[config.mk]
export PLATFORM = sky130hd
export DESIGN_NAME = energy_detect_power_control
export DESIGN_NICKNAME = d
export VERILOG_FILES = /design/src/core/energy_sense_pkg.sv /design/src/core/energy_detect_power_control.sv
export VERILOG_INCLUDE_DIRS = /design/src /design/src/core
export SDC_FILE = /design/constraint.sdc
export NUM_CORES = 1
export LEC_CHECK = 0
export ABC_AREA = 1
export BUFFER_PORTS_ARGS = -buffer_cell sky130_fd_sc_hd__buf_4
export CAP_MARGIN = 20
export CORE_MARGIN = 2
export CORE_UTILIZATION = 58
export CTS_CLUSTER_SIZE = 24
export DETAILED_ROUTE_END_ITERATION = 6
export PLACE_DENSITY = 0.95
export SETUP_SLACK_MARGIN = 0.1
export SYNTH_ARGS = -nofsm -noshare
export SYNTH_HDL_FRONTEND = slang
export SYNTH_SLANG_ARGS = --single-unit
[constraint.sdc]
create_clock -name sys_clk_i -period 2.6 [get_ports sys_clk_i]
set_input_delay 0 -clock sys_clk_i [delete_from_list [all_inputs] [get_ports sys_clk_i]]
set_output_delay 0 -clock sys_clk_i [all_outputs]
set_load 0.1 [all_outputs]
[src/core/energy_sense_params.svh]
// offsets, field positions, reset values and timing counts of the energy-sense block
`ifndef ENERGY_SENSE_PARAMS_SVH
`define ENERGY_SENSE_PARAMS_SVH
`define ES_CTRL_IDX        8'h1d
`define ES_CTRL_ADDR       12'h074
`define ES_IRQ_STAT_ADDR   12'h080
`define ES_IRQ_EN_ADDR     12'h084
`define ES_IRQ_CLR_ADDR    12'h088
`define ES_BIT_ENABLE      15
`define ES_BIT_AUTO_WAKE   14
`define ES_BIT_AUTO_SLEEP  13
`define ES_BIT_MANUAL      12
`define ES_BIT_SINGLE      11
`define ES_BIT_POWER       10
`define ES_BIT_NOISE_HIT   9
`define ES_BIT_ACT_HIT     8
`define ES_NOISE_LSB       4
`define ES_ACT_LSB         0
`define ES_RST_AUTO_WAKE   1'b1
`define ES_RST_AUTO_SLEEP  1'b1
`define ES_RST_LIMIT       4'h1
`define ES_BURST_PULSES    3'h4
`define ES_CLK_HZ          50000000
`define ES_IDLE_MS         2000
`define ES_IDLE_CYCLES     ((`ES_CLK_HZ / 1000) * `ES_IDLE_MS)
`endif

[src/core/energy_sense_pkg.sv]
// types of the energy-sense power control block
package energy_sense_pkg;
   typedef enum logic [1:0] {
      PWR_DOWN,
      PWR_UP,
      PWR_BURST
   } power_e;
endpackage : energy_sense_pkg

[src/core/energy_detect_power_control.sv]
// energy-sense power control with apb register slave and interrupt
`timescale 1ns/1ns
`include "energy_sense_params.svh"

// Behaviour
// bit 15 enables energy-sense power saving
// software disables crossover when autoneg off
// auto wake when data count reaches limit
// auto sleep when no line energy
// manual bit toggles power state immediately
// software toggles after clearing interrupt
// four pulses per wake, one if disabled
// bit 10 shows current power state
// bit 9 noise hit, clear on read
// bit 8 activity hit, clear on read
// bits 7:4 noise event limit
// bits 3:0 activity event limit
// counters clear after 2 s idle
// masked power change raises interrupt; here it only sets irq_stat, energy_sense_irq_o waits for irq_en
// manual bit self-clears, reads zero
module energy_detect_power_control #(
   parameter int IDLE_CYCLES = `ES_IDLE_CYCLES,
   parameter int CNT_W       = 28
) (
   input  wire logic        sys_clk_i,
   input  wire logic        sys_rst_i,
   input  wire logic        psel_i,
   input  wire logic        penable_i,
   input  wire logic        pwrite_i,
   input  wire logic [11:0] paddr_i,
   input  wire logic [31:0] pwdata_i,
   input  wire logic [3:0]  pstrb_i,
   output logic      [31:0] prdata_o,
   output logic             pready_o,
   output logic             pslverr_o,
   input  wire logic        data_event_i,
   input  wire logic        error_event_i,
   input  wire logic        energy_sensed_i,
   output logic             line_driver_on_o,
   output logic             pulse_o,
   output logic             energy_sense_irq_o
);

   initial begin
      if (IDLE_CYCLES < 2 || IDLE_CYCLES >= (1 << CNT_W)) begin
         $error("IDLE_CYCLES does not fit the idle counter");
      end
   end

   typedef struct packed {
      logic                             enable;
      logic                             auto_wake;
      logic                             auto_sleep;
      logic                             single_pulse_only;
      logic                             noise_limit_hit;
      logic                             activity_limit_hit;
      logic [3:0]                       noise_limit;
      logic [3:0]                       activity_limit;
      logic [3:0]                       data_cnt;
      logic [3:0]                       err_cnt;
      logic [CNT_W-1:0]                 idle_cnt;
      energy_sense_pkg::power_e         pstate;
      logic [2:0]                       pulses_left;
      logic                             pulse_gap;
      logic                             irq_stat;
      logic                             irq_en;
      logic [31:0]                      prdata;
      logic                             pready;
      logic                             pslverr;
      logic                             driver_on;
      logic                             pulse;
      logic                             irq;
   } state_s;

   state_s st_q;
   state_s st_d;

   function automatic logic hit(input logic [11:0] a, input logic [11:0] want);
      hit = (a == want);
   endfunction : hit

   logic        setup;
   logic        acc;
   logic        wr;
   logic        rd;
   logic        man_req;
   logic        wake;
   logic        sleep;
   logic        powered;
   logic [15:0] ctrl_view;

   always_comb begin
      setup   = psel_i && !penable_i;
      // writes and clear-on-read land at the access edge, where the master samples pready
      acc     = psel_i && penable_i && st_q.pready;
      wr      = acc && pwrite_i;
      rd      = setup && !pwrite_i;
      powered = (st_q.pstate != energy_sense_pkg::PWR_DOWN);
      ctrl_view = 16'h0000;
      ctrl_view[`ES_BIT_ENABLE]     = st_q.enable;
      ctrl_view[`ES_BIT_AUTO_WAKE]  = st_q.auto_wake;
      ctrl_view[`ES_BIT_AUTO_SLEEP] = st_q.auto_sleep;
      ctrl_view[`ES_BIT_SINGLE]     = st_q.single_pulse_only;
      ctrl_view[`ES_BIT_POWER]      = powered;
      ctrl_view[`ES_BIT_NOISE_HIT]  = st_q.noise_limit_hit;
      ctrl_view[`ES_BIT_ACT_HIT]    = st_q.activity_limit_hit;
      ctrl_view[`ES_NOISE_LSB +: 4] = st_q.noise_limit;
      ctrl_view[`ES_ACT_LSB +: 4]   = st_q.activity_limit;
      // manual toggle request
      man_req = wr && hit(paddr_i, `ES_CTRL_ADDR) && pstrb_i[1] && pwdata_i[`ES_BIT_MANUAL];
      // auto wake on activity
      wake  = st_q.auto_wake && !powered && (st_q.data_cnt >= st_q.activity_limit);
      // auto sleep on silence
      sleep = st_q.auto_sleep && powered && !energy_sensed_i;

      st_d         = st_q;
      st_d.pulse   = 1'b0;
      st_d.pready  = setup;
      st_d.pslverr = 1'b0;
      // read data stands only in the answer cycle
      st_d.prdata  = 32'h0000_0000;

      // idle timeout clears counters
      if (data_event_i) begin
         st_d.idle_cnt = '0;
      end else if (st_q.idle_cnt == CNT_W'(IDLE_CYCLES - 1)) begin
         st_d.idle_cnt = '0;
         st_d.data_cnt = 4'h0;
         st_d.err_cnt  = 4'h0;
      end else begin
         st_d.idle_cnt = st_q.idle_cnt + CNT_W'(1);
      end
      if (data_event_i && st_q.data_cnt != 4'hf) begin
         st_d.data_cnt = st_q.data_cnt + 4'h1;
      end
      if (error_event_i && st_q.err_cnt != 4'hf) begin
         st_d.err_cnt = st_q.err_cnt + 4'h1;
      end

      if (setup) begin
         if (hit(paddr_i, `ES_CTRL_ADDR)) begin
            // manual bit reads zero
            st_d.prdata = {16'h0000, ctrl_view};
         end else if (hit(paddr_i, `ES_IRQ_STAT_ADDR)) begin
            st_d.prdata = {31'h0, st_q.irq_stat};
         end else if (hit(paddr_i, `ES_IRQ_EN_ADDR)) begin
            st_d.prdata = {31'h0, st_q.irq_en};
         end else if (!hit(paddr_i, `ES_IRQ_CLR_ADDR)) begin
            st_d.pslverr = 1'b1;
         end
         if (!rd) begin
            st_d.prdata = 32'h0000_0000;
         end
      end
      if (acc && hit(paddr_i, `ES_CTRL_ADDR)) begin
         if (pwrite_i) begin
            // enable write
            if (pstrb_i[1]) begin
               st_d.enable            = pwdata_i[`ES_BIT_ENABLE];
               st_d.auto_wake         = pwdata_i[`ES_BIT_AUTO_WAKE];
               st_d.auto_sleep        = pwdata_i[`ES_BIT_AUTO_SLEEP];
               st_d.single_pulse_only = pwdata_i[`ES_BIT_SINGLE];
            end
            // noise limit field
            // activity limit field
            if (pstrb_i[0]) begin
               st_d.noise_limit    = pwdata_i[`ES_NOISE_LSB +: 4];
               st_d.activity_limit = pwdata_i[`ES_ACT_LSB +: 4];
            end
         end else begin
            // noise hit clear on read
            st_d.noise_limit_hit    = 1'b0;
            // activity hit clear on read
            st_d.activity_limit_hit = 1'b0;
         end
      end
      if (wr && hit(paddr_i, `ES_IRQ_EN_ADDR) && pstrb_i[0]) begin
         st_d.irq_en = pwdata_i[0];
      end
      if (wr && hit(paddr_i, `ES_IRQ_CLR_ADDR) && pstrb_i[0] && pwdata_i[0]) begin
         st_d.irq_stat = 1'b0;
      end

      // noise limit reached, no power action
      if (st_q.err_cnt >= st_q.noise_limit && st_q.noise_limit != 4'h0) begin
         st_d.noise_limit_hit = 1'b1;
      end
      // activity limit reached; set beats read clear
      if (st_q.data_cnt >= st_q.activity_limit && st_q.activity_limit != 4'h0) begin
         st_d.activity_limit_hit = 1'b1;
      end

      // state machine runs only while enabled
      if (!st_q.enable) begin
         st_d.pstate      = energy_sense_pkg::PWR_UP;
         st_d.pulses_left = 3'h0;
      end else begin
         case (st_q.pstate)
            energy_sense_pkg::PWR_DOWN: begin
               if (man_req || wake) begin
                  // burst length on wake
                  st_d.pstate      = energy_sense_pkg::PWR_BURST;
                  st_d.pulses_left = st_q.single_pulse_only ? 3'h1 : `ES_BURST_PULSES;
                  st_d.pulse_gap   = 1'b0;
                  st_d.data_cnt    = 4'h0;
               end
            end
            energy_sense_pkg::PWR_BURST: begin
               if (man_req) begin
                  st_d.pstate = energy_sense_pkg::PWR_DOWN;
               end else if (st_q.pulses_left == 3'h0) begin
                  st_d.pstate = energy_sense_pkg::PWR_UP;
               end else begin
                  // one pulse every other cycle
                  st_d.pulse_gap = !st_q.pulse_gap;
                  if (!st_q.pulse_gap) begin
                     st_d.pulse       = 1'b1;
                     st_d.pulses_left = st_q.pulses_left - 3'h1;
                  end
               end
            end
            energy_sense_pkg::PWR_UP: begin
               if (man_req || sleep) begin
                  st_d.pstate = energy_sense_pkg::PWR_DOWN;
               end
            end
            default: begin
               st_d.pstate = energy_sense_pkg::PWR_UP;
            end
         endcase
      end

      // power change while enabled sets status, set wins clear
      if (st_q.enable && (st_d.pstate == energy_sense_pkg::PWR_DOWN) != !powered) begin
         st_d.irq_stat = 1'b1;
      end
      st_d.driver_on = (st_d.pstate != energy_sense_pkg::PWR_DOWN);
      st_d.irq       = st_d.irq_stat && st_d.irq_en;
   end

   always_ff @(posedge sys_clk_i) begin
      if (sys_rst_i) begin
         st_q                   <= '0;
         st_q.auto_wake         <= `ES_RST_AUTO_WAKE;
         st_q.auto_sleep        <= `ES_RST_AUTO_SLEEP;
         st_q.noise_limit       <= `ES_RST_LIMIT;
         st_q.activity_limit    <= `ES_RST_LIMIT;
         st_q.pstate            <= energy_sense_pkg::PWR_UP;
         st_q.driver_on         <= 1'b1;
      end else begin
         st_q <= st_d;
      end
   end

   assign prdata_o           = st_q.prdata;
   assign pready_o           = st_q.pready;
   assign pslverr_o          = st_q.pslverr;
   assign line_driver_on_o   = st_q.driver_on;
   assign pulse_o            = st_q.pulse;
   assign energy_sense_irq_o = st_q.irq;

endmodule : energy_detect_power_control

==> metrics.cfg, run 1 <==
[yosys]
synth_top_area_share_pct = 38.66
synth_top_family_by_area = simple AND/OR/NAND/NOR gates
synth-seq-area-share_pct = 38.66
synthSimpleGateAreaFrac_pct = 30.61
synthTopCellsByCount = nand2_1, dfxtp_1, inv_1
synthCells = 546
synth_most_common_cell = nand2_1
muxShareOfSynthArea_pct = 0
ys_types = 47
synth-edff-count = 0
netlist_top_cells_area = dfxtp_1, nand2_1, inv_1
yosys_warnings = 0
synth_compound_area_share_pct = 10.69
synth_adder_area_share_pct = 4.027
synthXorXnorAreaFrac_pct = 1.735
avgSynthCellArea_um2 = 7.397
mappedNetlistArea_um2 = 4039
async_flop_share_pct = 0
synthFlopType = dfxtp_1
yosys.area.top_type = dfxtp_1
ys_ff_latch = 78

[floorplanning]
ios = 93
initial_core_util_pct = 59.78
coreArea_um2 = 6756
die_x_um = 87.45
fp-row-count = 30
die_y_um = 87.45
die_area_um2 = 7648

[worst_setup_path]
cp.arrival_ps = 2390
rrSetupSlack_ps = 460
worstSetupStartpointType = flip-flop
r2r-start = pready_o
endpoint_kind = flip-flop
cp-startpoint = pready_o
ff2ff_path_depth = 6
critPathKind = flip-flop to flip-flop
r2r_end = ctrl_view[2]
cp_max_fo = 16
cp-endpoint = ctrl_view[2]
cp.required_ps = 2850

[placement]
dp.cells = 656
dp_worst_setup_slack_ps = 602.6
place_hpwl_mm = 6.480
io_buffers = 54
finalWeightedCongestion = 0.9869

[global_route]
grt_max_degree = 29
grt_util_all_layers_pct = 25.39
grt_util_met1_pct = 28.64
met3_usage_pct = 6.540
top_usage_layer = met2
grt-ovfl-total = 0
antenna_found_initial = 0
grt.met2_usage_pct = 44.63
grt_pass1_vias = 3607
grt_pass1_wl_mm = 15.49

[run]
cap_violations = 0

[timing]
skew_ps = 7.321
fmax_ghz = 0.4678
tightest_slew_ps = 671.7
finalWorstSetupSlack_ps = 462.2
finalHoldViolations = 0
drv_slew = 0
slew_headroom_pct = 55.09
tns_ps = 0
fin_crit_sh_pct = 82.22
fin_crit_ps = 2138
grt_setup_unrepaired = false
setup_viol = 0

[pwr]
power_leakage_nw = 1.987
powerDensity_nw_per_um2 = 532.7
ir_worst_vdd_mv = 0.4123

[clocking]
clkLatencyLatePin_ps = 360
cts_tree = done
cts_resized = 0
numCtsBuffers = 9
post_cts_buffers = 0
path_clk_slew_ps = 90
hold_buffers = 17
h-tree-depth = 3
clock-root-buffer = clkbuf_8
cts_sinks = 78
clock_path_buffers = 2

[routing]
ant_nets = 0
routedWlPerCell_um = 13.71
routed_wirelength_mm = 9.447
vias_per_cell = 5.491
vias = 3783
drt_iter0_drc = 230
drc = 0
firstDrtPassIters = 5

[layout]
nNetsFinal = 673
drive_gt1_share_pct = 16.42
fillers = 475
num_antenna_cells = 0
final_cells = 689
postLayoutCoreUtil_pct = 69.67
syn_to_final_growth_pct = 16.54

[worst_hold_path]
worst_hold_path.num_cells = 4
hp-class = input port to flip-flop

[status]
run_status = finished, final reports clean

-- per-stage QoR --
step	hold WS, ps	cell area (um2)	power, mW
final	3.598	4707	2.507
after global routing	10.17	4707	2.584
after CTS	2.189	4707	2.505
after detailed placement	222.7	4317	1.494
after global placement	214.2	4317	1.485
after floorplan	110.5	4099	1.451
-- sequential cells by signal, indices dropped and copies added (netlist names) --
name	cells
st_q	44
line_driver_on_o	1
ctrl_view	14
pulse_o	1
energy_sense_irq_o	1
pslverr_o	1
prdata_o	15
pready_o	1
-- kinds of logic after synthesis --
| kind of cell | Yosys count |
|---|---|
| AOI/OAI and AO/OA | 74 |
| buffers and inverters | 116 |
| adders and majority gates | 13 |
| DFF | 78 |
| other | 1 |
| and+or+nand+nor | 256 |
| xor gates and xnor gates | 8 |
-- final cells by class --
cell class	instances	area, um2	area share (%)
clock buffer	10	127.6	2.711
clock inverter	6	92.59	1.967
inverter	76	285.3	6.061
multi-input combinational	368	1964	41.73
sequential	78	1562	33.17
tap	80	100.1	2.127
timing repair buffer	71	575.6	12.23
-- placed cells by master, fill, tap and decap left out, types with 4 or more instances in the layout --
master         netlist  final
nand2_1             96     96
dfxtp_1             78     78
inv_1               73     73
nor2_1              64     64
buf_4               32     54
a21oi_1             36     36
nand3_1             32     32
conb_1               1     17
dlygate4sd3_1        0     17
o21ai_0             15     15
nor3_1              13     13
ha_1                13     13
nand4_1             12     12
clkbuf_8             0      9
a211oi_1             8      8
nand2_2              5      5
nor3_2               4      4
nand2_4              4      4
nor4_1               4      4
nand3b_1             4      4
xnor2_1              4      4
xor2_1               4      4
or2_0                4      4
-- where the power goes --
group          internal [mW]  switching, mW
clock                  0.547          0.469
sequential              1.21         0.0129
combinational         0.0800          0.192
-- worst min-delay path by stage --
stage / start / to
floorplan: sys_rst_i / pready_o
global placement: pwdata_i[14] / ctrl_view[14]
detailed placement: pwdata_i[13] / ctrl_view[13]
CTS: pwdata_i[12] / st_q[43]
global route: pwdata_i[12] / st_q[43]
finish: pwdata_i[12] / st_q[43]
-- critical path, stage by stage (launching register included) --
cell,delay (ps)
dfxtp_1,370
nand3_1,150
nor2_1,240
nand2_1,380
nor2_1,240
a211oi_1,60
dlygate4sd3_1,590
-- routing by layer --
| metal | wire, um | vias to the layer above | part of all wire [%] |
|---|---|---|---|
| li1 | - | 1845 | - |
| met1 | 3746 | 1729 | 40 |
| met2 | 4830 | 172 | 51 |
| met3 | 564 | 37 | 6.0 |
| met4 | 306 | 0 | 3.2 |
| met5 | 0 | - | 0 |
No activity file was read; power rests on OpenSTA's default activity.
==> run 2, diff against run 1 <==
--- a/config.mk
+++ b/config.mk
@@ -6,14 +6,14 @@
 export SDC_FILE = /design/constraint.sdc
 export NUM_CORES = 1
 export LEC_CHECK = 0
-export ABC_AREA = 1
+export ABC_AREA = 0
 export BUFFER_PORTS_ARGS = -buffer_cell sky130_fd_sc_hd__buf_4
 export CAP_MARGIN = 20
 export CORE_MARGIN = 2
-export CORE_UTILIZATION = 58
+export CORE_UTILIZATION = 53
 export CTS_CLUSTER_SIZE = 24
 export DETAILED_ROUTE_END_ITERATION = 6
-export PLACE_DENSITY = 0.95
+export PLACE_DENSITY = 0.89
 export SETUP_SLACK_MARGIN = 0.1
 export SYNTH_ARGS = -nofsm -noshare
 export SYNTH_HDL_FRONTEND = slang
==> constraint.sdc (replaced) <==
create_clock -name sys_clk_i -period 2 [get_ports sys_clk_i]
set_input_delay 0 -clock sys_clk_i [delete_from_list [all_inputs] [get_ports sys_clk_i]]
set_output_delay 0 -clock sys_clk_i [all_outputs]
set_load 0.1 [all_outputs]
==> run 2 against run 1 <==
Routed wire length down 7.1%. Non-clock buffer count is 26 higher. Critical path depth grew 2. Largest power group unchanged. Sequential share of layout area fell by 0.29 points. Clock skew about the same. Utilization up 0.33 points. Sequential power grew 30%.
==> metrics.cfg, run 2 <==
[status]
run_status = finished, final reports clean

[worst_setup_path]
ff2ff_path_depth = 8
cp.arrival_ps = 2190
critPathKind = flip-flop to flip-flop
cp.required_ps = 2250
worstSetupStartpointType = flip-flop
cp_max_fo = 5
endpoint_kind = flip-flop

[timing]
fmax_ghz = 0.5150
skew_ps = 6.843
finalHoldViolations = 0
finalWorstSetupSlack_ps = 58.41
slew_headroom_pct = 58.57
grt_setup_unrepaired = true
fin_crit_ps = 1942
fin_crit_sh_pct = 97.08
setup_viol = 0
tightest_slew_ps = 620.6
drv_slew = 0

[global_route]
grt_util_all_layers_pct = 22.76
grt_pass1_wl_mm = 13.77
grt-ovfl-total = 0
grt_max_degree = 28
antenna_found_initial = 0
grt_pass1_vias = 3073

[layout]
layout_commonest_cell = buf_4
syn_to_final_growth_pct = 26.93
largest-register = st_q
largest_reg_flops = 44
fillers = 492
drive_gt1_share_pct = 26.21
postLayoutCoreUtil_pct = 70.00
nNetsFinal = 579
num_antenna_cells = 0
final_cell_mix = buf_4, dfxtp_1, nor2_1, nand2_1

[yosys]
yosys.area.top_type = dfxtp_1
synth_most_common_cell = dfxtp_1
netlist_top_cells_area = dfxtp_1, buf_4, nor2_1
synth-edff-count = 0
synth_top_area_share_pct = 41.45
mappedNetlistArea_um2 = 3767
async_flop_share_pct = 0
avgSynthCellArea_um2 = 8.782
synthCells = 429
yosys_warnings = 0
synthFlopType = dfxtp_1
synth-seq-area-share_pct = 41.45
synthTopCellsByCount = dfxtp_1, nor2_1, nand2_1
ys_ff_latch = 78
ys_types = 57

[routing]
routedWlPerCell_um = 14.36
ant_nets = 0
firstDrtPassIters = 5
drt_iter0_drc = 264
vias = 3263
vias_per_cell = 5.340
routed_wirelength_mm = 8.776
drc = 0

[run]
cap_violations = 0

[clocking]
path_clk_slew_ps = 80
clock-root-buffer = clkbuf_8
cts_tree = done
clock_path_buffers = 2
cts_sinks = 78
h-tree-depth = 3
numCtsBuffers = 9
clkLatencyLatePin_ps = 350

[floorplanning]
fp-row-count = 30
ios = 93
die_x_um = 88.31
initial_core_util_pct = 55.15
die_y_um = 88.31
coreArea_um2 = 6832
die_area_um2 = 7799

[worst_hold_path]
worst_hold_path.num_cells = 2
hp-class = input port to flip-flop

[placement]
finalWeightedCongestion = 0.8934
io_buffers = 54
place_hpwl_mm = 6.030
dp_worst_setup_slack_ps = -201.3

[pwr]
powerDensity_nw_per_um2 = 639.6
power_leakage_nw = 1.936
ir_worst_vdd_mv = 0.4068

run 2: repair_timing:
| action | in CTS | in global routing |
|---|---|---|
| pin swaps | 7 | 6 |
| setup buffers | 2 | 0 |
| resized for setup | 20 | 14 |
| endpoints found under the setup margin | 36 | 36 |
| hold endpoints to repair | 18 | 0 |
| cloned | 1 | 0 |
| hold buffers | 16 | 0 |
run 2: final timing paths:
| kind | from | end | slack (ps) |
|---|---|---|---|
| hold / removal | sys_rst_i | ctrl_view[7] | 20 |
| setup reg to reg | ctrl_view[0] | st_q[42] | 60 |
| hold reg to reg | st_q[45] | st_q[45] | 440 |
| setup / recovery | ctrl_view[0] | st_q[42] | 60 |
run 2: logic make-up (layout without fill, tap and decap cells):
logic type      count (synthesis)  in the layout  share of synthesized area (%)
mux                             7              7                          1.860
flops                          78             78                          41.45
fa+ha+maj                      13             13                          4.318
compound gates                 47             47                          9.465
other cells                     1             17                        0.09954
buf+inv                        60            130                          9.365
xor+xnor                       28             28                          6.510
simple gates                  195            195                          26.94
run 2: layout make-up:
type                            instances  area [um2]  share of cell area (%)
Multi-Input combinational cell        307        2044                   42.75
Sequential cell                        78        1573                   32.89
Timing Repair Buffer                   97       803.3                   16.80
Clock buffer                           13       158.9                   3.323
Tap cell                               96       120.1                   2.512
Inverter                               17       63.81                   1.334
Clock inverter                          3       18.77                  0.3925
run 2: layer usage:
metal	up-vias	wire (um)	global-route usage, %
li1	1585	-	-
met1	1523	3683	26.78
met2	128	4409	39.44
met3	27	477	5.877
met4	0	206	9.366
met5	-	0	0
run 2: worst max-delay path, stage by stage (launching register included):
cell      delay [ps]
dfxtp_1          380
ha_4             220
nand2b_4         130
a2111o_1         470
nand3_4          140
a21o_4           160
buf_6            110
nand2_1           60
a31o_1           170
run 2: through the flow:
step | hold slack, ps | std cells | power (mW) | setup TNS (ps) | instance area, um2
CTS | 15.21 | 611 | 3.065 | 0 | 4726
global placement | 201.7 | 576 | 1.954 | -1011 | 4289
global route | 24.53 | 611 | 3.174 | 0 | 4782
detailed placement | 206.9 | 576 | 1.964 | -1649 | 4289
finish | 24.67 | 611 | 3.059 | 0 | 4782
floorplan | 79.31 | 445 | 1.891 | -99.00 | 3890
run 2: power by group:
part | switching (mW) | internal, mW
clock | 0.542 | 0.518
combinational | 0.267 | 0.152
sequential | 0.0127 | 1.57
==> run 3, diff against run 2 <==
--- a/config.mk
+++ b/config.mk
@@ -10,10 +10,11 @@
 export BUFFER_PORTS_ARGS = -buffer_cell sky130_fd_sc_hd__buf_4
 export CAP_MARGIN = 20
 export CORE_MARGIN = 2
-export CORE_UTILIZATION = 53
+export CORE_UTILIZATION = 45
 export CTS_CLUSTER_SIZE = 24
 export DETAILED_ROUTE_END_ITERATION = 6
-export PLACE_DENSITY = 0.89
+export PLACE_DENSITY = 0.79
+export REMOVE_ABC_BUFFERS = 1
 export SETUP_SLACK_MARGIN = 0.1
 export SYNTH_ARGS = -nofsm -noshare
 export SYNTH_HDL_FRONTEND = slang
==> run 3 against run 2 <==
Sequential power hardly changed. Clock skew increased by 3.1 ps. Sequential share of layout area shrank 1.6 points. Die area grew 17%. Global-route usage fell by 2.8 points. Fmax down 0.22%. Combinational power is 4.8% higher. Non-clock buffer count up 15. Via count is 1.3% higher. Worst setup slack lost 4.3 ps. First-iteration DRC count fell by 50%. Count of clock-buffer cells in the layout down 1. Largest cell class unchanged. Highest routed layer unchanged.
==> metrics.cfg, run 3 (synthesized netlist as in run 2, its figures left out) <==
[worst_setup_path]
r2r_end = st_q[50]
rrSetupSlack_ps = 80
critPathKind = input port to flip-flop
r2r-start = st_q[71]
slowest_delay_ps = 530
cp.arrival_ps = 2180
cp_cell_sequence = buf_4 -> or4_4 -> buf_4 -> or4_1 -> nor4_1 -> a21boi_0 -> a311oi_2 -> nor3_1
worstSetupStartpointType = input port
cp_max_fo = 3
cp.required_ps = 2230
crit_path_frequent_cell = buf_4
cp-endpoint = energy_sense_irq_o
slowest_stage = or4_4
endpoint_kind = flip-flop
cp-startpoint = paddr_i[9]
ff2ff_path_depth = 7

[layout]
syn_to_final_growth_pct = 34.27
ff_latch_area_um2 = 1580
largest-register = st_q
multi_input_area_um2 = 2102
fillers = 635
layout_commonest_cell = buf_4
final_cell_mix = buf_4, dfxtp_1, nor2_1, nand2_1
drive_gt1_share_pct = 31.89
nNetsFinal = 594
postLayoutCellArea_um2 = 5059
largest_reg_flops = 44
num_antenna_cells = 0

[timing]
tightest_slew_ps = 501.4
skew_ps = 9.985
finalHoldViolations = 0
fmax_ghz = 0.5139
drv_slew = 0
grt_setup_unrepaired = true
slew_headroom_pct = 66.53
setup_viol = 0
finalWorstSetupSlack_ps = 54.12
fin_crit_sh_pct = 97.29
fin_crit_ps = 1946

[routing]
firstDrtPassIters = 4
drt_iter0_drc = 132
routed_wirelength_mm = 9.109
vias = 3304
routedWlPerCell_um = 14.34
drc = 0
ant_nets = 0
vias_per_cell = 5.203

[pwr]
powerDensity_nw_per_um2 = 641.0
ir_worst_vdd_mv = 0.3550
fin_total_pwr_mw = 3.242
power_leakage_nw = 2.031

[clocking]
h-tree-depth = 3
cts_sinks = 78
clock_path_buffers = 2
clock-root-buffer = clkbuf_8
cts_tree = done
numCtsBuffers = 9
path_clk_slew_ps = 80
clkLatencyLatePin_ps = 350

[floorplanning]
die_y_um = 95.50
die_x_um = 95.50
ios = 93
fp-row-count = 33
die_area_um2 = 9120
initial_core_util_pct = 46.08
coreArea_um2 = 8175

[global_route]
grt_util_all_layers_pct = 19.93
grt_pass1_vias = 3148
antenna_found_initial = 0
grt-ovfl-total = 0
grt_pass1_wl_mm = 14.08
grt_max_degree = 19

[status]
run_status = finished, final reports clean

[run]
cap_violations = 0

[placement]
finalWeightedCongestion = 0.8582
placed_cell_area_um2 = 4340
dp_worst_setup_slack_ps = -235.3
io_buffers = 54
place_hpwl_mm = 5.972

[worst_hold_path]
hp-class = input port to flip-flop

## run 3: changes by cell type in the layout (fill, tap and decap cells not counted), moves of 5 or more
| cell | previous run | this run |
|---|---|---|
| nor2_4 | 0 | 9 |
| nor2_1 | 53 | 39 |
| dfxtp_1 | 71 | 65 |
| buf_4 | 75 | 89 |
| nor2_2 | 3 | 8 |
| dfxtp_2 | 6 | 12 |
## run 3: power breakdown
group | switching [mW] | total (mW) | leakage, nW | internal [mW]
sequential | 0.0124 | 1.58 | 0.636 | 1.57
clock | 0.575 | 1.23 | 0.0992 | 0.650
combinational | 0.269 | 0.439 | 1.30 | 0.170
## run 3: worst min path at each step
stage,start,end,slack [ps],cells after the start
floorplan,sys_rst_i,ctrl_view[11],70,1
global placement,pwdata_i[13],ctrl_view[13],200,2
detailed placement,pwdata_i[4],ctrl_view[4],210,2
CTS,psel_i,pready_o,90,3
global route,psel_i,pready_o,100,3
finish,pstrb_i[1],st_q[43],100,4
## run 3: final cells by class
cell class	count	area share, %
clock buffers	12	3.067
clock inverters	4	1.064
inverters	17	1.261
multi-input cells	307	41.55
flip-flops and latches	78	31.24
well taps	105	2.597
repair buffers	112	19.22
## run 3: layer usage
layer	wire (um)	track usage, %
met1	3825	22.95
met2	4685	35.27
met3	398	4.190
met4	200	9.167
met5	0	0
## run 3: timing repair
item,CTS,global route
buffers inserted,1,5
hold buffers,17,0
gates resized for setup,38,28
endpoints found under the setup margin,37,40
endpoints found under the hold margin,21,0
pin swaps,31,9
cloned,3,0
## run 3: worst max-delay path: cells and delay by family
| kind | cells | cell delay (ps) |
|---|---|---|
| AOI/OAI and AO/OA | 2 | 460 |
| buffers and inverters | 2 | 260 |
| and+or+nand+nor | 4 | 1460 |
## run 3: per-stage QoR
step	setup TNS, ps	instances	hold slack (ps)	util [%]
finish	0	635	102.5	61.88
floorplan	-9252	402	69.07	-
global route	0	635	101.2	61.88
global placement	-1226	593	204.7	53.09
detailed placement	-1922	593	209.4	53.09
CTS	0	630	94.12	60.39
